===== src/usbir_params.svh =====
`ifndef USBIR_PARAMS_SVH
`define USBIR_PARAMS_SVH

// command codes of the parallel interface
`define USBIR_CMD_EP_WR_BASE 8'h20
`define USBIR_CMD_EP_RD_BASE 8'h30
`define USBIR_CMD_GROUP_MASK 8'hF0
`define USBIR_CMD_ADDR_WR 8'hB6
`define USBIR_CMD_ADDR_RD 8'hB7
`define USBIR_CMD_MODE_WR 8'hB8
`define USBIR_CMD_MODE_RD 8'hB9
`define USBIR_CMD_HWCFG_WR 8'hBA
`define USBIR_CMD_HWCFG_RD 8'hBB

// endpoint setup register fields
`define USBIR_EP_ENABLE_BIT 7
`define USBIR_EP_DIR_BIT 6
`define USBIR_EP_DBL_BIT 5
`define USBIR_EP_ISO_BIT 4
`define USBIR_EP_SIZE_MSB 3
`define USBIR_EP_SIZE_LSB 0
`define USBIR_EP_COUNT 16
`define USBIR_EP_LAST_INDEX 4'hF

// device address register fields
`define USBIR_ADDR_EN_BIT 7
`define USBIR_ADDR_MSB 6
`define USBIR_ADDR_RESET 8'h00
`define USBIR_ADDR_BUS_RESET 8'h80

// operating mode register fields
`define USBIR_MODE_DMA16_BIT 7
`define USBIR_MODE_RESUME_BIT 6
`define USBIR_MODE_SUSPEND_BIT 5
`define USBIR_MODE_RSVD_BIT 4
`define USBIR_MODE_IRQEN_BIT 3
`define USBIR_MODE_DEBUG_BIT 2
`define USBIR_MODE_LEDFIX_BIT 1
`define USBIR_MODE_SOFTATT_BIT 0
`define USBIR_MODE_RESET 8'h00
`define USBIR_MODE_KEEP_MASK 8'h8F

// hardware setup register fields
`define USBIR_HW_EXTPU_BIT 14
`define USBIR_HW_RESET 16'h2344

// timing
`define USBIR_CLK_KHZ 40000
`define USBIR_RESUME_DELAY_MS 5
`define USBIR_RESUME_DRIVE_MS 10
`define USBIR_RESUME_DELAY_CYC (`USBIR_RESUME_DELAY_MS * `USBIR_CLK_KHZ)
`define USBIR_RESUME_DRIVE_CYC (`USBIR_RESUME_DRIVE_MS * `USBIR_CLK_KHZ)

`endif


===== src/usbir_pkg.sv =====
package usbir_pkg;
    // one endpoint setup byte
    typedef struct packed {
        logic buffer_enable;
        logic endpoint_direction;
        logic double_buffer_select;
        logic isochronous_select;
        logic [3:0] buffer_size_code;
    } usbir_ep_cfg_t;

    // events reported by the serial engine
    typedef struct packed {
        logic bus_reset;
        logic status_ack;
        logic ack;
        logic xfer_done;
        logic nak;
        logic error;
        logic iso;
        logic traffic;
    } usbir_usb_evt_t;

    typedef enum logic [1:0] {
        USBIR_RSM_IDLE = 2'b00,
        USBIR_RSM_WAIT = 2'b01,
        USBIR_RSM_DRIVE = 2'b10
    } usbir_rsm_state_t;
endpackage : usbir_pkg


===== src/usbir_regs.sv =====
`timescale 1ns/1ps
`include "usbir_params.svh"

// Overview of operation
// [RULE1] bit 7 enables endpoint buffer
// [RULE2] bit 6 selects direction and dma direction
// [RULE3] bit 5 selects two alternating buffers
// [RULE4] bit 4 selects isochronous transfer type
// [RULE5] bits 3..0 select buffer size code
// [RULE6] bus reset loads address zero, enabled
// [RULE7] firmware writes address, then sends empty packet
// [RULE8] new address active after status acknowledge
// [RULE9] address register: enable bit7, address 6..0
// [RULE10] one-byte mode register, upper byte ignored
// [RULE11] mode bit 7 selects 16-bit dma
// [RULE12] bit6 one-then-zero: 5ms wait, 10ms resume
// [RULE13] bit5 one-then-zero enters suspend
// [RULE14] mode bit 3 gates all interrupts
// [RULE15] bit 2 selects nak/error or ack/transfer interrupts
// [RULE16] bit 1 holds led on after enumeration
// [RULE17] bit 0 attaches pull-up unless external
// [RULE18] mode bits 7,3..0 survive bus reset
// [RULE19] two-byte hardware setup, kept on bus reset
// [RULE20] endpoint codes 20-2F write, 30-3F read
// [RULE21] allocation after ordered write of all sixteen
// [RULE22] bus reset disables every endpoint
// [RULE23] reserved mode bit 4 stored only
module usbir_regs #(
    parameter int unsigned RESUME_DELAY_CYC = `USBIR_RESUME_DELAY_CYC,
    parameter int unsigned RESUME_DRIVE_CYC = `USBIR_RESUME_DRIVE_CYC
) (
    // clock and reset
    input wire logic clk_sys,
    input wire logic sys_rst,
    // command interface from the local controller front end
    input wire logic cmd_strobe,
    input wire logic [7:0] cmd_code,
    input wire logic wr_strobe,
    input wire logic [15:0] wr_data,
    input wire logic rd_strobe,
    input wire logic bus16_mode,
    output logic [15:0] rd_data,
    // usb side events and status
    input wire usbir_pkg::usbir_usb_evt_t usb_evt,
    input wire logic enum_done,
    // configuration outputs
    output usbir_pkg::usbir_ep_cfg_t [15:0] ep_cfg,
    output logic buffer_alloc_start,
    output logic [6:0] device_address_field,
    output logic device_enable_bit,
    output logic dma_width_select,
    output logic [15:0] hardware_setup,
    // device control outputs
    output logic resume_drive,
    output logic suspend_active,
    output logic usb_irq,
    output logic link_led_n,
    output logic pullup_attach
);
    import usbir_pkg::*;

    localparam int unsigned CNT_W = 24;

    // register file state
    usbir_ep_cfg_t [15:0] ep_q, ep_d;
    logic [7:0] addr_wr_q, addr_wr_d;
    logic [7:0] addr_act_q, addr_act_d;
    logic addr_pend_q, addr_pend_d;
    logic [7:0] mode_q, mode_d;
    logic [15:0] hw_q, hw_d;
    logic [7:0] cmd_q, cmd_d;
    logic hi_phase_q, hi_phase_d;
    logic [15:0] rd_q, rd_d;
    logic [3:0] seq_q, seq_d;
    logic seq_ok_q, seq_ok_d;
    logic alloc_q, alloc_d;
    logic resume_req, suspend_req;

    // register write decoding; one data phase per command, two for hardware setup in 8-bit mode
    always_comb begin
        logic [3:0] idx;
        idx = cmd_q[3:0];
        ep_d = ep_q;
        addr_wr_d = addr_wr_q;
        addr_act_d = addr_act_q;
        addr_pend_d = addr_pend_q;
        mode_d = mode_q;
        hw_d = hw_q;
        cmd_d = cmd_q;
        hi_phase_d = hi_phase_q;
        rd_d = rd_q;
        seq_d = seq_q;
        seq_ok_d = seq_ok_q;
        alloc_d = 1'b0;
        resume_req = 1'b0;
        suspend_req = 1'b0;
        // acknowledge applies the pending address; a same-cycle write re-arms it
        if (usb_evt.status_ack && addr_pend_q) begin
            addr_act_d = addr_wr_q; // [RULE8]
            addr_pend_d = 1'b0;
        end
        if (cmd_strobe) begin
            cmd_d = cmd_code;
            hi_phase_d = 1'b0;
            // read data is latched when the read command is taken
            if ((cmd_code & `USBIR_CMD_GROUP_MASK) == `USBIR_CMD_EP_RD_BASE) begin
                rd_d = {8'h00, ep_q[cmd_code[3:0]]};
            end else if (cmd_code == `USBIR_CMD_ADDR_RD) begin
                rd_d = {8'h00, addr_wr_q}; // [RULE9]
            end else if (cmd_code == `USBIR_CMD_MODE_RD) begin
                rd_d = {8'h00, mode_q}; // [RULE10] [RULE23]
            end else if (cmd_code == `USBIR_CMD_HWCFG_RD) begin
                rd_d = bus16_mode ? hw_q : {8'h00, hw_q[7:0]}; // [RULE19]
            end
        end else if (rd_strobe && cmd_q == `USBIR_CMD_HWCFG_RD && !bus16_mode) begin
            // second byte of the hardware setup read in 8-bit mode
            rd_d = {8'h00, hw_q[15:8]};
            hi_phase_d = 1'b1;
        end else if (wr_strobe) begin
            if ((cmd_q & `USBIR_CMD_GROUP_MASK) == `USBIR_CMD_EP_WR_BASE) begin
                ep_d[idx] = usbir_ep_cfg_t'(wr_data[7:0]); // [RULE1] [RULE2] [RULE3] [RULE4] [RULE5] [RULE20]
                // sequence must run control out first through endpoint 15
                if (idx == seq_q && (seq_ok_q || idx == 4'h0)) begin
                    seq_d = idx + 4'h1;
                    seq_ok_d = 1'b1;
                    alloc_d = (idx == `USBIR_EP_LAST_INDEX); // [RULE21]
                end else begin
                    seq_d = (idx == 4'h0) ? 4'h1 : 4'h0;
                    seq_ok_d = (idx == 4'h0);
                end
                if (alloc_d) begin
                    seq_d = 4'h0;
                    seq_ok_d = 1'b0;
                end
            end else if (cmd_q == `USBIR_CMD_ADDR_WR) begin
                addr_wr_d = wr_data[7:0]; // [RULE9]
                addr_pend_d = 1'b1; // [RULE8]
            end else if (cmd_q == `USBIR_CMD_MODE_WR) begin
                mode_d = wr_data[7:0]; // [RULE10] [RULE23]
                // a one followed by a zero arms the strobe actions
                resume_req = mode_q[`USBIR_MODE_RESUME_BIT]
                    && !wr_data[`USBIR_MODE_RESUME_BIT]; // [RULE12]
                suspend_req = mode_q[`USBIR_MODE_SUSPEND_BIT]
                    && !wr_data[`USBIR_MODE_SUSPEND_BIT]; // [RULE13]
            end else if (cmd_q == `USBIR_CMD_HWCFG_WR) begin
                if (bus16_mode) begin
                    hw_d = wr_data; // [RULE19]
                end else if (!hi_phase_q) begin
                    hw_d[7:0] = wr_data[7:0];
                    hi_phase_d = 1'b1;
                end else begin
                    hw_d[15:8] = wr_data[7:0];
                end
            end
        end
        // bus reset beats a same-cycle address write and endpoint enable; a mode write keeps bits 7,3..0, a hardware setup write lands
        if (usb_evt.bus_reset) begin
            addr_wr_d = `USBIR_ADDR_BUS_RESET; // [RULE6]
            addr_act_d = `USBIR_ADDR_BUS_RESET;
            addr_pend_d = 1'b0;
            mode_d = mode_d & `USBIR_MODE_KEEP_MASK; // [RULE18]
            for (int i = 0; i < `USBIR_EP_COUNT; i++) begin
                ep_d[i].buffer_enable = 1'b0; // [RULE22]
            end
            resume_req = 1'b0;
            suspend_req = 1'b0;
        end
    end

    // register file flops; hardware setup is untouched by bus reset
    always_ff @(posedge clk_sys or posedge sys_rst) begin
        if (sys_rst) begin
            ep_q <= '0;
            addr_wr_q <= `USBIR_ADDR_RESET;
            addr_act_q <= `USBIR_ADDR_RESET;
            addr_pend_q <= 1'b0;
            mode_q <= `USBIR_MODE_RESET; // [RULE18]
            hw_q <= `USBIR_HW_RESET;
            cmd_q <= 8'h00;
            hi_phase_q <= 1'b0;
            rd_q <= 16'h0000;
            seq_q <= 4'h0;
            seq_ok_q <= 1'b0;
            alloc_q <= 1'b0;
        end else begin
            ep_q <= ep_d;
            addr_wr_q <= addr_wr_d;
            addr_act_q <= addr_act_d;
            addr_pend_q <= addr_pend_d;
            mode_q <= mode_d;
            hw_q <= hw_d;
            cmd_q <= cmd_d;
            hi_phase_q <= hi_phase_d;
            rd_q <= rd_d;
            seq_q <= seq_d;
            seq_ok_q <= seq_ok_d;
            alloc_q <= alloc_d;
        end
    end

    // resume, suspend, interrupt and led state
    usbir_rsm_state_t rsm_q, rsm_d;
    logic [CNT_W-1:0] cnt_q, cnt_d;
    logic susp_q, susp_d;
    logic irq_q, irq_d;
    logic blink_q, blink_d;
    logic led_n_q, led_n_d;
    logic irq_src;

    always_comb begin
        rsm_d = rsm_q;
        cnt_d = cnt_q;
        susp_d = susp_q;
        blink_d = blink_q;
        case (rsm_q)
            USBIR_RSM_IDLE: begin
                if (resume_req) begin
                    rsm_d = USBIR_RSM_WAIT;
                    cnt_d = CNT_W'(RESUME_DELAY_CYC - 1);
                end
            end
            USBIR_RSM_WAIT: begin
                if (cnt_q == '0) begin
                    rsm_d = USBIR_RSM_DRIVE; // [RULE12]
                    cnt_d = CNT_W'(RESUME_DRIVE_CYC - 1);
                end else begin
                    cnt_d = cnt_q - CNT_W'(1);
                end
            end
            USBIR_RSM_DRIVE: begin
                if (cnt_q == '0) begin
                    rsm_d = USBIR_RSM_IDLE;
                end else begin
                    cnt_d = cnt_q - CNT_W'(1);
                end
            end
            default: begin
                rsm_d = USBIR_RSM_IDLE;
            end
        endcase
        // suspend holds until bus reset or upstream resume begins
        if (suspend_req) begin
            susp_d = 1'b1; // [RULE13]
        end else if (usb_evt.bus_reset || rsm_q == USBIR_RSM_DRIVE) begin
            susp_d = 1'b0;
        end
        if (usb_evt.bus_reset) begin
            rsm_d = USBIR_RSM_IDLE;
        end
        // debug mode reports failures, normal mode reports completions
        if (mode_q[`USBIR_MODE_DEBUG_BIT]) begin
            irq_src = usb_evt.nak || usb_evt.error; // [RULE15]
        end else begin
            irq_src = usb_evt.iso ? usb_evt.xfer_done : usb_evt.ack;
        end
        irq_d = mode_q[`USBIR_MODE_IRQEN_BIT] && irq_src; // [RULE14]
        // led stays off until enumeration, then toggles per traffic burst unless held on
        if (usb_evt.traffic) begin
            blink_d = ~blink_q;
        end
        if (!enum_done) begin
            led_n_d = 1'b1;
        end else if (mode_q[`USBIR_MODE_LEDFIX_BIT]) begin
            led_n_d = 1'b0; // [RULE16]
        end else begin
            led_n_d = blink_q;
        end
    end

    always_ff @(posedge clk_sys or posedge sys_rst) begin
        if (sys_rst) begin
            rsm_q <= USBIR_RSM_IDLE;
            cnt_q <= '0;
            susp_q <= 1'b0;
            irq_q <= 1'b0;
            blink_q <= 1'b0;
            led_n_q <= 1'b1;
        end else begin
            rsm_q <= rsm_d;
            cnt_q <= cnt_d;
            susp_q <= susp_d;
            irq_q <= irq_d;
            blink_q <= blink_d;
            led_n_q <= led_n_d;
        end
    end

    // outputs, all straight from flops apart from the pull-up gate and the resume_drive state decode
    assign ep_cfg = ep_q;
    assign buffer_alloc_start = alloc_q;
    assign rd_data = rd_q;
    assign device_address_field = addr_act_q[`USBIR_ADDR_MSB:0];
    assign device_enable_bit = addr_act_q[`USBIR_ADDR_EN_BIT];
    assign dma_width_select = mode_q[`USBIR_MODE_DMA16_BIT]; // [RULE11]
    assign hardware_setup = hw_q;
    assign resume_drive = (rsm_q == USBIR_RSM_DRIVE);
    assign suspend_active = susp_q;
    assign usb_irq = irq_q;
    assign link_led_n = led_n_q;
    // an external pull-up overrides the software attach
    assign pullup_attach = mode_q[`USBIR_MODE_SOFTATT_BIT]
        && !hw_q[`USBIR_HW_EXTPU_BIT]; // [RULE17]

endmodule : usbir_regs


===== config.mk =====
export PLATFORM = sky130hd
export DESIGN_NAME = usbir_regs
export DESIGN_NICKNAME = d
export VERILOG_FILES = /design/src/usbir_pkg.sv /design/src/usbir_regs.sv
export VERILOG_INCLUDE_DIRS = /design/src
export SDC_FILE = /design/constraint.sdc
export NUM_CORES = 1
export LEC_CHECK = 0
export BUFFER_PORTS_ARGS = -buffer_cell sky130_fd_sc_hd__buf_2
export CORE_MARGIN = 2
export CORE_UTILIZATION = 51
export DETAILED_ROUTE_END_ITERATION = 10
export PLACE_DENSITY_LB_ADDON = 0.3
export SLEW_MARGIN = 20
export SYNTH_ARGS = -nofsm -noshare
export SYNTH_HDL_FRONTEND = slang
export SYNTH_SLANG_ARGS = --single-unit

===== constraint.sdc =====
create_clock -name clk_sys -period 6.8 [get_ports clk_sys]
set_clock_uncertainty 0.05 [all_clocks]
set_input_delay 0.34 -clock clk_sys [delete_from_list [all_inputs] [get_ports clk_sys]]
set_output_delay 0.34 -clock clk_sys [all_outputs]
set_load 0.05 [all_outputs]

==> summary.txt <==
CTS
  – Clock-pin slew of the registers on the worst-case setup and hold paths: 0.06 ns
  – Number of H-tree levels: 1
  – TritonCTS buffer count: 26
  – Post CTS Setup Buffer Count: 0
  – Clock latency on the worst-skew pair: 0.53 ns
  – Maximum clock path buffer count: 3
  – Cts repair resizes: 0
  – Number of clock sinks seen by CTS: 230
  – CTS tree: done
  – Root cell of the clock tree: sky130_fd_sc_hd__clkbuf_16

STA
  – Final min period: 3.11 ns
  – Total count of hold-check failures in the final report: 0
  – Max-slew violations: 0
  – Count of endpoints failing setup in the final report: 0
  – RSZ-0062 raised after global routing: false
  – Slew at the pin with the worst max-slew slack: 1.03 ns
  – Worst rel slew slack: between 30% and 40%
  – Period Utilization, post-route: 45.8%
  – Fmax: about 320 MHz
  – Final setup TNS: 0 ns

Setup path
  – Worst path arrival time: 3.46 ns
  – Beginning of the critical path: cnt_q[7]
  – Required time at the worst-slack endpoint: 7.15 ns
  – Largest fanout on the critical path: 16
  – Critical Setup Path Class: register to register
  – Startpoint of the worst-slack reg-to-reg timing path: cnt_q[7]
  – Worst Setup End Kind: register
  – Worst reg2reg path depth: 5
  – Startpoint types: register

Routing
  – Routed vias/inst: 6.24
  – Number of detailed-route iterations in the first pass: 6
  – Routed Antenna Nets: 0
  – Average wire per standard cell: 23.3 um
  – Iteration-0 DRC Markers: between 800 and 900
  – Detailed Route WL: between 30 and 40 mm
  – Remaining DRCs: 0
  – Via Count: 8864

Placed design
  – Number of port buffers: 213
  – Routability congestion estimate from global placement: about 0.95
  – HPWL after DPL: 23.0 mm
  – Cell count after placement: about 1.4k

Finish
  – Final std cells w/o fill: 1421
  – NumNets Final: between 1k and 1.5k
  – Fraction of final layout cells sized beyond drive strength 1: 39.5%
  – Synthesis-to-layout area growth: 18.9%
  – Antenna diode count: 0

Die
  – Floorplan die width: 153 um
  – Die area: 23300 sq um
  – Number of I/O pins: approximately 210
  – Core Footprint: roughly 22000 sq um
  – Floorplan row count: 54
  – Chip Height: 153 um
  – Starting density of the core: between 50% and 60%

Yosys
  – Post-synth net total: 988
  – Unique cell type count in the Yosys netlist: 76
  – Area share of the largest cell type after synthesis: 49.7%
  – Count of synthesis-stage warnings from yosys: 0
  – Top post-synthesis cells by area: sky130_fd_sc_hd__dfrtp_1 (50%), sky130_fd_sc_hd__mux2_2 (13%), sky130_fd_sc_hd__mux4_2 (6.4%)
  – Post-synthesis cell type with the largest combined area: sky130_fd_sc_hd__dfrtp_1
  – Portion of the post-synthesis area used by sequential elements: 51.1%
  – Number of flops mapped to enable cells by yosys: 0
  – Post-Syn Area: about 11000 sq um
  – Avg Synthesized Cell Area: 12.0 sq um
  – Synth Register Bits: 230
  – Async set-or-reset flop fraction in the synthesized netlist: between 90% and 100%
  – Leading register cell type out of synthesis: sky130_fd_sc_hd__dfrtp_1
  – Number of standard cells after synthesis: between 900 and 1k

Job
  – Max Cap Viol: 0

Run status
  – Outcome: completed

Global route
  – Grt total ovfl: 0
  – Pin count of the biggest net entering global routing: 84
  – Antenna violations before repair: 0
  – First-pass GRT wire length: 51.3 mm
  – Number of global-route vias before repair: 8768
  – GR Util All Layers: 28.0%

Pwr
  – Power density over cell area: 267 nW/um^2
  – P_leak: between 6 and 7 nW
  – VDD IR-drop max: 0.216 mV

Min path
  – Hold path cells: 2
  – Startpoint of the lowest-slack hold path: usb_evt[3]
  – Type of the worst min-delay path: primary input to register
[critical path, cell delays in order, from the launching register on]
cell	delay, ns
sky130_fd_sc_hd__dfrtp_1	0.44
sky130_fd_sc_hd__or4_4	0.58
sky130_fd_sc_hd__nor4_4	0.76
sky130_fd_sc_hd__and3_1	0.64
sky130_fd_sc_hd__nor2_2	0.20
sky130_fd_sc_hd__mux2_2	0.32
[report_power, final]
group / leakage (nW) / switching (mW) / internal [mW] / total [mW]
logic: 3.14 / 0.388 / 0.178 / 0.566
registers: 3.11 / 0.104 / 1.46 / 1.56
clock network: 0.448 / 0.547 / 0.901 / 1.45
total: 6.70 / 1.04 / 2.54 / 3.58
[stage by stage]
| stage | setup slack [ns] | total power, mW | util [%] | hold slack (ns) | cell area (sq um) |
|---|---|---|---|---|---|
| global route | 3.53 | 3.70 | 61.7 | 0.0242 | 13400 |
| global placement | 3.82 | 2.13 | 57.4 | 0.407 | 12500 |
| floorplan | 0.115 | 1.99 | - | 0.359 | 11300 |
| CTS | 3.74 | 3.60 | 61.6 | 0.00113 | 13400 |
| finish | 3.69 | 3.58 | 61.7 | 0.0228 | 13400 |
| detailed placement | 3.76 | 2.14 | 57.4 | 0.410 | 12500 |
[sequential cells by signal (all words and copies together) (netlist names), 2 cells and up]
register	flops
ep_cfg	128
cnt_q	24
hardware_setup	16
rd_data	16
addr_act_q	8
addr_wr_q	8
cmd_q	8
mode_q	8
seq_q	4
rsm_q	2
[cells by family (layout without fill, tap and decap cells)]
| logic type | Yosys count | after routing | synth area share, % |
|---|---|---|---|
| fa+ha+maj | 11 | 11 | 1.22 |
| xor+xnor | 6 | 6 | 0.466 |
| flops | 230 | 230 | 51.1 |
| mux | 201 | 201 | 22.9 |
| simple gates | 218 | 218 | 9.74 |
| buf+inv | 90 | 293 | 3.26 |
| compound gates | 182 | 182 | 11.4 |
[cells in the final DEF, fill, tap and decap left out, drive strengths merged, types with 11 or more instances in the layout]
cell | Yosys | routed
ha | 11 | 11
nor3 | 12 | 12
mux4 | 32 | 32
nand2 | 57 | 57
inv | 23 | 23
a22o | 14 | 14
nor2 | 59 | 59
clkbuf | 51 | 38
dfrtp | 224 | 224
mux2i | 36 | 36
mux2 | 133 | 133
nand3 | 33 | 33
a21oi | 24 | 24
o21ai | 36 | 36
buf | 16 | 220
a22oi | 17 | 17
o22ai | 18 | 18
[path summary, 6_finish.rpt]
check / endpoint / slack [ns]
hold reg to reg: link_led_n / 0.42
max in group asynchronous: cnt_q[1] / 4.87
setup reg to reg: cnt_q[1] / 3.69
hold / removal: usb_irq / 0.02
setup / recovery: cnt_q[1] / 3.69
min in group asynchronous: ep_cfg[100] / 0.38
[per-layer routing]
metal	wire, um	track usage (%)	up-vias
li1	-	-	3871
met1	13900	38.7	4522
met2	15300	44.1	392
met3	2790	6.80	79
met4	1120	8.77	0
met5	0	0	-
[cell type report]
type	instances	area, sq um
Inverter	23	93.8
Sequential cell	230	5760
Tap cell	280	350
Clock inverter	9	120
Multi-Input combinational cell	618	5160
Clock buffer	38	777
Timing Repair Buffer	223	1150
Fill cell	1765	8340
[timing repair]
action	4_1_cts	5_1_grt
hold buffers	3	0
hold endpoints to repair	83	0
setup endpoints to repair	0	0
[cells in the mapped netlist, drive strengths merged, types with 11 or more instances]
cell type,number
mux2,133
nand3,33
clkbuf,51
o22ai,18
ha,11
mux4,32
a21oi,24
inv,23
dfrtp,224
o21ai,36
a22o,14
mux2i,36
buf,16
nor2,59
nor3,12
a22oi,17
nand2,57
Note: power is estimated with default switching activity, not from simulation.
